[config.mk]
export PLATFORM = sky130hd
export DESIGN_NAME = rcdb_top
export DESIGN_NICKNAME = d
export VERILOG_FILES = /design/src/rcdb_top.v
export VERILOG_INCLUDE_DIRS = /design/src
export SDC_FILE = /design/constraint.sdc
export NUM_CORES = 1
export LEC_CHECK = 0
export BUFFER_PORTS_ARGS = -buffer_cell sky130_fd_sc_hd__buf_2
export CORE_MARGIN = 4
export CORE_UTILIZATION = 40
export CTS_CLUSTER_DIAMETER = 60
export DETAILED_ROUTE_END_ITERATION = 10
export PLACE_DENSITY = 0.55
export SETUP_SLACK_MARGIN = 0.05
export SYNTH_ARGS = -nofsm -noshare
export SYNTH_HDL_FRONTEND = slang
export SYNTH_SLANG_ARGS = --single-unit
[constraint.sdc]
create_clock -name clk -period 6.4 [get_ports clk]
set_input_delay 1.28 -clock clk [delete_from_list [all_inputs] [get_ports clk]]
set_output_delay 1.28 -clock clk [all_outputs]
set_load 0.02 [all_outputs]
[src/rcdb_defs.vh]
// Purpose: constants for the reclose dynamic blocking supervisor
// Assumes: 125 MHz clock, 8 ns period
// Notes:   times in ms, counts derived in cycles
`ifndef RCDB_DEFS_VH
`define RCDB_DEFS_VH
`define RCDB_CLK_KHZ        125000
`define RCDB_BLOCK_MS       500
`define RCDB_BLOCK_CYC      (`RCDB_BLOCK_MS * `RCDB_CLK_KHZ)
`define RCDB_TMR_W          32
// register byte addresses
`define RCDB_A_CTRL         12'h000
`define RCDB_A_ACT_T        12'h004
`define RCDB_A_WATCH_T      12'h008
`define RCDB_A_EXT_T        12'h00c
`define RCDB_A_RDY_T        12'h010
`define RCDB_A_MC_T         12'h014
`define RCDB_A_ILIM         12'h018
`define RCDB_A_STAT         12'h01c
`define RCDB_A_IRQ_ST       12'h020
`define RCDB_A_IRQ_MASK     12'h024
// control fields
`define RCDB_C_RDYCHK       0
`define RCDB_C_REVEN        1
`define RCDB_CTRL_RST       32'h0000_0000
// event bits in irq status / mask
`define RCDB_EV_W           12
`define RCDB_EV_ACT         0
`define RCDB_EV_WATCH       1
`define RCDB_EV_EXT         2
`define RCDB_EV_RDY         3
`define RCDB_EV_RECLAIM     4
`define RCDB_EV_REV         5
`define RCDB_EV_ILIM        6
`define RCDB_EV_THERM       7
`define RCDB_EV_LOCK        8
`define RCDB_EV_BF          9
`define RCDB_EV_MC          10
`define RCDB_EV_EXTBLK      11
`endif

[src/rcdb_top.v]
// Purpose: places the reclose function into timed dynamic block on fault causes
// Assumes: all inputs synchronous to clk; settings reached over apb
// Notes:   reclose sequencing lives outside; this block only supervises it
//
// The placing of the registers and the APB slave port were decided locally.
`timescale 1ns/1ps
`include "rcdb_defs.vh"

// Function
// - trip after action time expiry but before pickup reset forces dynamic block
// - trip-to-open watch timer expiry before breaker opens forces dynamic block
// - dead time end starts extension limit timer; its expiry forces block
// - with ready check chosen, ready loss in dead time starts watch; expiry blocks 500 ms
// - reclaim or close-command time expiry with breaker open blocks
// - pickup with reverse block enabled and reverse fault blocks reclosing
// - fault current at block limit blocks a started sequence for 500 ms
// - other protection trip during thermal reclose blocks until timer ends
// - trip within reclaim after last attempt used blocks 500 ms
// - lockout flag when no cycles remain; separate breaker-failure flag
// - trip while statically blocked gives no indication at all
// - manual close block time zero ignores manual close; nonzero blocks
// - nonzero time blocks on manual close even unstarted or statically blocked
// - manual close starts its block timer and the 500 ms timer together
// - block timer expiry with manual close timer running restarts the block
// - on block timer expiry return to normal only if no cause remains
// - breaker-failure trip blocks regardless of cycle count, asserts block flag
// - external block input blocks reclosing and is echoed as indication
module rcdb_top (
  // clock and reset
  input  wire        clk,
  input  wire        rst_n,
  // apb slave
  input  wire        psel,
  input  wire        penable,
  input  wire        pwrite,
  input  wire [11:0] paddr,
  input  wire [31:0] pwdata,
  output reg  [31:0] prdata,
  output wire        pready,
  output wire        pslverr,
  // protection and breaker inputs
  input  wire        prot_pickup,
  input  wire        prot_trip,
  input  wire        bf_trip,
  input  wire        thermal_ar_active,
  input  wire        other_prot_trip,
  input  wire        reverse_fault,
  input  wire [15:0] fault_current,
  input  wire        breaker_open,
  input  wire        breaker_closed,
  input  wire        breaker_ready_input,
  input  wire        external_block_input,
  input  wire        manual_close_detect,
  // sequencer status
  input  wire        seq_started,
  input  wire        dead_time_end,
  input  wire        in_dead_time,
  input  wire        reclaim_running,
  input  wire        reclaim_expired,
  input  wire        cycles_exhausted,
  input  wire        static_block,
  // indications
  output reg         dynamic_block_flag,
  output reg         reclose_lockout_flag,
  output reg         breaker_fail_block_flag,
  output reg         external_block_echo,
  output wire        irq
);

  localparam ST_NORMAL = 2'b01;
  localparam ST_BLOCK  = 2'b10;
  localparam [31:0] BLOCK_CYC = `RCDB_BLOCK_CYC;

  reg [1:0]  state_r;
  reg [31:0] ctrl_r;
  reg [31:0] act_t_r, watch_t_r, ext_t_r, rdy_t_r, mc_t_r;
  reg [15:0] ilim_r;
  reg [`RCDB_EV_W-1:0] irq_st_r, irq_mask_r;
  reg [31:0] blk_cnt_r;
  reg [31:0] mc_cnt_r;
  reg        prot_trip_d_r, mc_d_r, pickup_d_r, rdy_d_r, dte_d_r;
  reg        prot_trip_armed_r;

  // one-shot timers: act, watch, ext, rdy
  reg  [3:0]  tmr_run_r;
  reg  [31:0] tmr_cnt_r [0:3];
  wire [3:0]  tmr_start;
  wire [3:0]  tmr_stop;
  wire [3:0]  tmr_exp;
  wire [31:0] tmr_lim [0:3];

  wire wr_en = psel & penable & pwrite;
  wire rd_en = psel & penable & ~pwrite;
  assign pready  = 1'b1;
  assign pslverr = 1'b0;

  function addr_hit;
    input [11:0] a;
    input [11:0] base;
    begin
      addr_hit = (a[11:2] == base[11:2]);
    end
  endfunction

  wire trip_rise   = prot_trip & ~prot_trip_d_r;
  wire pickup_rise = prot_pickup & ~pickup_d_r;
  wire mc_rise     = manual_close_detect & ~mc_d_r;
  wire rdy_fall    = ~breaker_ready_input & rdy_d_r;
  wire dte_rise    = dead_time_end & ~dte_d_r;
  wire mc_en       = (mc_t_r != 32'h0000_0000);
  wire mc_running  = (mc_cnt_r != 32'h0000_0000);

  assign tmr_lim[0] = act_t_r;
  assign tmr_lim[1] = watch_t_r;
  assign tmr_lim[2] = ext_t_r;
  assign tmr_lim[3] = rdy_t_r;
  assign tmr_start[0] = pickup_rise;
  assign tmr_stop[0]  = ~prot_pickup;
  assign tmr_start[1] = trip_rise & ~static_block;
  assign tmr_stop[1]  = breaker_open;
  assign tmr_start[2] = dte_rise;
  assign tmr_stop[2]  = breaker_closed | ~seq_started;
  assign tmr_start[3] = rdy_fall & in_dead_time & ctrl_r[`RCDB_C_RDYCHK];
  assign tmr_stop[3]  = breaker_ready_input;

  genvar gi;
  generate
    for (gi = 0; gi < 4; gi = gi + 1) begin : g_tmr
      assign tmr_exp[gi] = tmr_run_r[gi] & (tmr_cnt_r[gi] >= tmr_lim[gi]);
      always @(posedge clk or negedge rst_n) begin
        if (!rst_n) begin
          tmr_run_r[gi] <= 1'b0;
          tmr_cnt_r[gi] <= 32'h0000_0000;
        end else if (tmr_start[gi]) begin
          tmr_run_r[gi] <= 1'b1;
          tmr_cnt_r[gi] <= 32'h0000_0000;
        end else if (tmr_stop[gi] | tmr_exp[gi]) begin
          tmr_run_r[gi] <= 1'b0;
        end else if (tmr_run_r[gi]) begin
          tmr_cnt_r[gi] <= tmr_cnt_r[gi] + 32'h0000_0001;
        end
      end
    end
  endgenerate

  // action time stays expired until pickup resets
  always @(posedge clk or negedge rst_n) begin
    if (!rst_n) begin
      prot_trip_armed_r <= 1'b0;
    end else if (~prot_pickup | pickup_rise) begin
      prot_trip_armed_r <= 1'b0;
    end else if (tmr_exp[0]) begin
      prot_trip_armed_r <= 1'b1;
    end
  end

  // cause vector; static block suppresses trip-born causes
  reg [`RCDB_EV_W-1:0] ev;
  always @* begin
    ev = {`RCDB_EV_W{1'b0}};
    ev[`RCDB_EV_ACT]     = trip_rise & prot_trip_armed_r & ~static_block;
    ev[`RCDB_EV_WATCH]   = tmr_exp[1] & ~breaker_open;
    ev[`RCDB_EV_EXT]     = tmr_exp[2] & ~breaker_closed;
    ev[`RCDB_EV_RDY]     = tmr_exp[3] & ~breaker_ready_input;
    ev[`RCDB_EV_RECLAIM] = reclaim_expired & ~breaker_closed;
    ev[`RCDB_EV_REV]     = prot_pickup & reverse_fault & ctrl_r[`RCDB_C_REVEN];
    ev[`RCDB_EV_ILIM]    = seq_started & (fault_current >= ilim_r);
    ev[`RCDB_EV_THERM]   = thermal_ar_active & other_prot_trip;
    ev[`RCDB_EV_LOCK]    = cycles_exhausted & reclaim_running & trip_rise
                           & ~static_block;
    ev[`RCDB_EV_BF]      = bf_trip;
    ev[`RCDB_EV_MC]      = mc_rise & mc_en;
    ev[`RCDB_EV_EXTBLK]  = external_block_input;
  end

  // level causes that keep the block in force at expiry
  wire hold_cause = external_block_input | mc_running | bf_trip
                    | (thermal_ar_active & other_prot_trip);
  wire any_ev   = |ev;
  wire blk_exp  = (state_r == ST_BLOCK) & (blk_cnt_r == 32'h0000_0000);
  // next value of the block flag; sticky flags fall with it, never after it
  wire dyn_nxt  = any_ev | ((state_r == ST_BLOCK) & ~(blk_exp & ~hold_cause));

  always @(posedge clk or negedge rst_n) begin
    if (!rst_n) begin
      state_r   <= ST_NORMAL;
      blk_cnt_r <= 32'h0000_0000;
    end else begin
      case (state_r)
        ST_NORMAL: begin
          if (any_ev) begin
            state_r   <= ST_BLOCK;
            blk_cnt_r <= BLOCK_CYC - 32'h0000_0001;
          end
        end
        ST_BLOCK: begin
          if (any_ev) begin
            blk_cnt_r <= BLOCK_CYC - 32'h0000_0001;
          end else if (blk_exp) begin
            if (hold_cause) begin
              blk_cnt_r <= BLOCK_CYC - 32'h0000_0001;
            end else begin
              state_r <= ST_NORMAL;
            end
          end else begin
            blk_cnt_r <= blk_cnt_r - 32'h0000_0001;
          end
        end
        default: begin
          state_r <= ST_NORMAL;
        end
      endcase
    end
  end

  // manual close block timer runs beside the block timer
  always @(posedge clk or negedge rst_n) begin
    if (!rst_n) begin
      mc_cnt_r <= 32'h0000_0000;
    end else if (mc_rise & mc_en) begin
      mc_cnt_r <= mc_t_r;
    end else if (mc_running) begin
      mc_cnt_r <= mc_cnt_r - 32'h0000_0001;
    end
  end

  always @(posedge clk or negedge rst_n) begin
    if (!rst_n) begin
      prot_trip_d_r <= 1'b0;
      mc_d_r        <= 1'b0;
      pickup_d_r    <= 1'b0;
      rdy_d_r       <= 1'b0;
      dte_d_r       <= 1'b0;
      dynamic_block_flag      <= 1'b0;
      reclose_lockout_flag    <= 1'b0;
      breaker_fail_block_flag <= 1'b0;
      external_block_echo     <= 1'b0;
    end else begin
      prot_trip_d_r <= prot_trip;
      mc_d_r        <= manual_close_detect;
      pickup_d_r    <= prot_pickup;
      rdy_d_r       <= breaker_ready_input;
      dte_d_r       <= dead_time_end;
      // flag follows next state so it spans entry to resume
      dynamic_block_flag <= dyn_nxt;
      if (ev[`RCDB_EV_LOCK]) begin
        reclose_lockout_flag <= 1'b1;
      end else if (~dyn_nxt) begin
        reclose_lockout_flag <= 1'b0;
      end
      if (ev[`RCDB_EV_BF]) begin
        breaker_fail_block_flag <= 1'b1;
      end else if (~dyn_nxt) begin
        breaker_fail_block_flag <= 1'b0;
      end
      external_block_echo <= external_block_input;
    end
  end

  // register file; set wins over write-one-to-clear
  always @(posedge clk or negedge rst_n) begin
    if (!rst_n) begin
      ctrl_r     <= `RCDB_CTRL_RST;
      act_t_r    <= 32'h0000_0000;
      watch_t_r  <= 32'h0000_0000;
      ext_t_r    <= 32'h0000_0000;
      rdy_t_r    <= 32'h0000_0000;
      mc_t_r     <= 32'h0000_0000;
      ilim_r     <= 16'hffff;
      irq_mask_r <= {`RCDB_EV_W{1'b0}};
      irq_st_r   <= {`RCDB_EV_W{1'b0}};
    end else begin
      if (wr_en & addr_hit(paddr, `RCDB_A_CTRL))     ctrl_r     <= pwdata;
      if (wr_en & addr_hit(paddr, `RCDB_A_ACT_T))    act_t_r    <= pwdata;
      if (wr_en & addr_hit(paddr, `RCDB_A_WATCH_T))  watch_t_r  <= pwdata;
      if (wr_en & addr_hit(paddr, `RCDB_A_EXT_T))    ext_t_r    <= pwdata;
      if (wr_en & addr_hit(paddr, `RCDB_A_RDY_T))    rdy_t_r    <= pwdata;
      if (wr_en & addr_hit(paddr, `RCDB_A_MC_T))     mc_t_r     <= pwdata;
      if (wr_en & addr_hit(paddr, `RCDB_A_ILIM))     ilim_r     <= pwdata[15:0];
      if (wr_en & addr_hit(paddr, `RCDB_A_IRQ_MASK)) irq_mask_r <= pwdata[`RCDB_EV_W-1:0];
      irq_st_r <= (irq_st_r & ~((wr_en & addr_hit(paddr, `RCDB_A_IRQ_ST))
                  ? pwdata[`RCDB_EV_W-1:0] : {`RCDB_EV_W{1'b0}})) | ev;
    end
  end

  assign irq = |(irq_st_r & irq_mask_r);

  always @(posedge clk or negedge rst_n) begin
    if (!rst_n) begin
      prdata <= 32'h0000_0000;
    end else if (psel & ~penable & ~pwrite) begin
      // captured in setup so data stands during the access cycle
      case ({2'b00, paddr[11:2]})
        `RCDB_A_CTRL     >> 2: prdata <= {30'h0, ctrl_r[1:0]};
        `RCDB_A_ACT_T    >> 2: prdata <= act_t_r;
        `RCDB_A_WATCH_T  >> 2: prdata <= watch_t_r;
        `RCDB_A_EXT_T    >> 2: prdata <= ext_t_r;
        `RCDB_A_RDY_T    >> 2: prdata <= rdy_t_r;
        `RCDB_A_MC_T     >> 2: prdata <= mc_t_r;
        `RCDB_A_ILIM     >> 2: prdata <= {16'h0, ilim_r};
        `RCDB_A_STAT     >> 2: prdata <= {27'h0, external_block_echo,
                                 breaker_fail_block_flag, reclose_lockout_flag,
                                 mc_running, dynamic_block_flag};
        `RCDB_A_IRQ_ST   >> 2: prdata <= {20'h0, irq_st_r};
        `RCDB_A_IRQ_MASK >> 2: prdata <= {20'h0, irq_mask_r};
        default:               prdata <= 32'h0000_0000;
      endcase
    end
  end

  wire unused_rd = rd_en;

endmodule

==> Implementation_results.wiki <==
{| class="wikitable"
! Metric !! Value
|-
| Instance count along the most critical hold path || 1
|-
| Clock transition time at the flip-flop clock pins of the worst setup and hold paths || 60 ps
|-
| Setup clock skew after layout || 25.9 ps
|-
| Number of hold-slack violations in the final timing report || 0
|-
| Clk_lat worst skew || 600 ps
|-
| Post-Route WL || 76.0 mm
|-
| Part of the total power dissipated in combinational logic || 10.3%
|-
| Final routed DRC violation total || 0
|-
| Fraction of final layout cells with drive strength greater than 1 || 13.8%
|-
| Worst Hold Path EP || prdata[15]
|-
| Total of warnings raised by yosys || 0
|-
| Worst path max stage delay || 920 ps
|-
| Critical path endpoint category || flop
|-
| Post-layout net count || 2871
|-
| Total track usage || 23.3%
|-
| Final core occ || 45.6%
|-
| Fmax || 235 MHz
|-
| Unrepaired setup endpoints after global routing || false
|-
| Area added between synthesis and finish || 13.1%
|-
| Placeable core region || 60200 um2
|-
| Number of enable-type register cells in the synthesized netlist || 0
|-
| Count of mapped cells out of synthesis || 2559
|-
| Post-CTS setup buffer count || 0
|-
| Portion of the post-synthesis area used by sequential elements || 45.6%
|-
| Int Power || 4.96 mW
|-
| Final GP Congestion || 0.855
|-
| First-pass GRT wire length || 117 mm
|-
| Number of instances resized during post-cts repair || 0
|-
| Floorplan die area || 64700 um2
|-
| FF-to-FF Start || ext_t_r[23]
|-
| Detailed-router iteration count before antenna repair || 7
|-
| Avg Synthesized Cell Area || 9.49 um2
|-
| Slew Viols, Final || 0
|-
| Capture instance of the worst register-to-register path || blk_cnt_r[13]
|-
| Number of buffers on the longest clock path || 3
|-
| Power per cell area || 248 nW/um2
|-
| Die Ht || 254 um
|-
| CTS tree || yes
|-
| Leakage power total || 12.8 nW
|-
| Cell type of the slowest stage on the worst timing path || nand4b_2
|-
| Net switching component of the power || 1.83 mW
|-
| Initial antenna violation count || 1
|-
| Vias in the first global route || 19500
|-
| Worst hold path type || flop to flop
|-
| Final-report setup violation count || 0
|-
| Count of boundary I/O pins || 122
|-
| Wire length per cell after detailed routing || 22.0 um
|-
| Fraction of power consumed by sequential logic || 44.6%
|-
| Placed wire-length estimate after detailed placement || 55.0 mm
|-
| Startpoint of the most critical hold path || prdata[15]
|-
| Path depth of the worst reg2reg path || 10
|-
| Number of nets produced by synthesis || 2794
|-
| Total negative setup slack || 0 ps
|-
| Run status || complete, no violations
|-
| Cell repeated most along the worst path || o21ai_0
|-
| Worst Path Required || 6880 ps
|-
| Highest net fanout along the worst path || 37
|-
| Critical path data arrival time || 4750 ps
|-
| Number of clock sinks || 442
|-
| Post-Synthesis Cell Area || 24300 um2
|-
| Ys async rst share || 100%
|-
| Kind of critical path || flop to flop
|-
| Shortest period the worst path allows || 4260 ps
|-
| Setup crit start || ext_t_r[23]
|-
| Number of levels the H-tree was split into || 2
|-
| Die width || 254 um
|-
| Max-cap violations || 0
|-
| Hold buffers post-CTS || 0
|-
| TritonCTS Buffers || 52
|-
| Net switching share of the total power || 27.0%
|-
| Port Buffer Count || 117
|-
| Cell row count || 90
|-
| DR iter-0 viols || 1839
|-
| Vias || 20100
|-
| Cells along the critical path || inv_1 -> ha_1 -> a21oi_1 -> o21ai_0 -> a221oi_1 -> o21ai_0 -> o21ai_1 -> nand4b_2 -> or4_1 -> o211a_1
|-
| Slew HR || 17.5%
|-
| Number of nets with antenna violations after detailed routing || 0
|-
| Launching element type of the critical path || flop
|-
| Transition time at the pin with the least slew margin || 1240 ps
|-
| Final period util || 66.6%
|-
| Largest net degree at the start of global routing || 165
|-
| Post-synth cell types || 84
|-
| Prevailing post-synth register cell || dfrtp_1
|-
| Fill cell count || 5711
|-
| Smallest hold slack || 491 ps
|-
| Global-route congestion overflow total || 0
|-
| Starting utilization of the core area || 40.3%
|-
| Count of state elements after synthesis || 442
|-
| Via density per instance || 5.80
|-
| Part of the total power dissipated in the clock network || 45.1%
|-
| Worst-case vdd ir drop || 0.198 mV
|-
| Reg-to-reg setup timing slack || 2140 ps
|-
| Root cell of the clock tree || clkbuf_16
|}
==> area by class of cell <==
class / count / area, um2 / area share [%]
flip-flops and latches: 442 / 11100 / 40.4
inverters: 198 / 743 / 2.71
clock inverters: 20 / 235 / 0.857
repair buffers: 141 / 801 / 2.92
well taps: 782 / 978 / 3.56
multi-input cells: 1801 / 12100 / 44.0
diodes: 1 / 2.50 / 0.00911
clock buffers: 74 / 1540 / 5.59
==> critical path: cells and delay by family, from the launching register on <==
family,cells,cell delay [ps]
flops,1,390
simple gates,2,1700
fa+ha+maj,1,280
buf+inv,1,170
compound gates,6,1580
==> state kept, by name, indices dropped and copies added (netlist names), 2 cells and up <==
| signal | cells |
|---|---|
| rdy_t_r | 32 |
| blk_cnt_r | 32 |
| ilim_r | 16 |
| watch_t_r | 32 |
| prdata | 32 |
| tmr_run_r | 4 |
| mc_cnt_r | 32 |
| state_r | 2 |
| ext_t_r | 32 |
| tmr_cnt_r | 128 |
| irq_st_r | 12 |
| act_t_r | 32 |
| irq_mask_r | 12 |
| mc_t_r | 32 |
| ctrl_r | 2 |
==> cell families after synthesis <==
| kind of cell | count (synthesis) | synth area share, % |
|---|---|---|
| mux | 83 | 3.81 |
| compound gates | 572 | 15.5 |
| simple gates | 887 | 18.4 |
| other cells | 2 | 0.0309 |
| fa+ha+maj | 152 | 7.83 |
| buf+inv | 316 | 5.03 |
| flops | 442 | 45.6 |
| xor+xnor | 105 | 3.79 |
==> layer usage <==
layer,part of all wire (%),GRT usage [%]
met1,44,32.1
met2,45,36.7
met3,7.1,4.54
met4,3.7,8.46
met5,0,0
==> cell usage after synthesis (14+ instances only) <==
cell	instances	share of area, %
and3_1	44	1.1
a21oi_1	113	2.3
a31oi_1	34	0.88
and4_1	14	0.50
o31ai_1	32	0.99
dfstp_2	17	1.8
a222oi_1	42	1.7
xnor2_1	51	1.8
nor3b_1	16	0.49
nor2_1	194	3.0
inv_1	198	3.1
nor3_1	52	1.1
a22oi_1	31	0.96
nand4_1	58	1.5
or3_1	30	0.77
a21o_1	21	0.65
a221oi_1	15	0.54
nand2_1	275	4.3
nand3_1	71	1.5
mux2_2	76	3.5
nand2b_1	22	0.57
dfrtp_1	425	44
xor2_1	54	1.9
o21ai_0	170	3.5
nor4_1	46	1.2
clkbuf_1	96	1.5
ha_1	152	7.8
==> how the worst max path moves through the flow <==
stage	end	depth (start not counted)	slack, ps
after global placement	prdata[13]	7	1770
after global routing	blk_cnt_r[13]	10	1940
final	blk_cnt_r[13]	10	2140
after detailed placement	prdata[12]	7	1730
after floorplan	blk_cnt_r[13]	7	3060
after CTS	blk_cnt_r[13]	10	2080
==> cells in the final DEF, fill, tap and decap left out, types with 30 or more instances in the layout <==
cell         n
a21oi_1    113
a222oi_1    42
a22oi_1     31
a31oi_1     34
and3_1      44
buf_2      116
clkbuf_16   53
dfrtp_1    425
ha_1       152
inv_1      198
mux2_2      76
nand2_1    275
nand3_1     71
nand4_1     58
nor2_1     192
nor3_1      46
nor4_1      42
o21ai_0    170
o31ai_1     32
or3_1       30
xnor2_1     51
xor2_1      54
==> per-stage QoR <==
stage	instance area [um2]	cells	power (mW)	setup WS, ps
4_1_cts	27500	3458	6.87	2080
3_3_place_gp	25700	3364	3.76	1770
3_5_place_dp	25700	3364	3.78	1730
2_1_floorplan	24300	2559	3.49	3060
5_1_grt	27500	3459	7.07	1940
6_report	27500	3459	6.80	2140
==> power groups by stage <==
stage               clock network, mW  logic, mW  registers [mW]
floorplan                           0      0.399            3.09
global placement                    0      0.684            3.08
detailed placement                  0      0.700            3.08
CTS                              3.13      0.702            3.03
global route                     3.25      0.774            3.05
finish                           3.07      0.698            3.03
(Power assumes the default switching activity.)
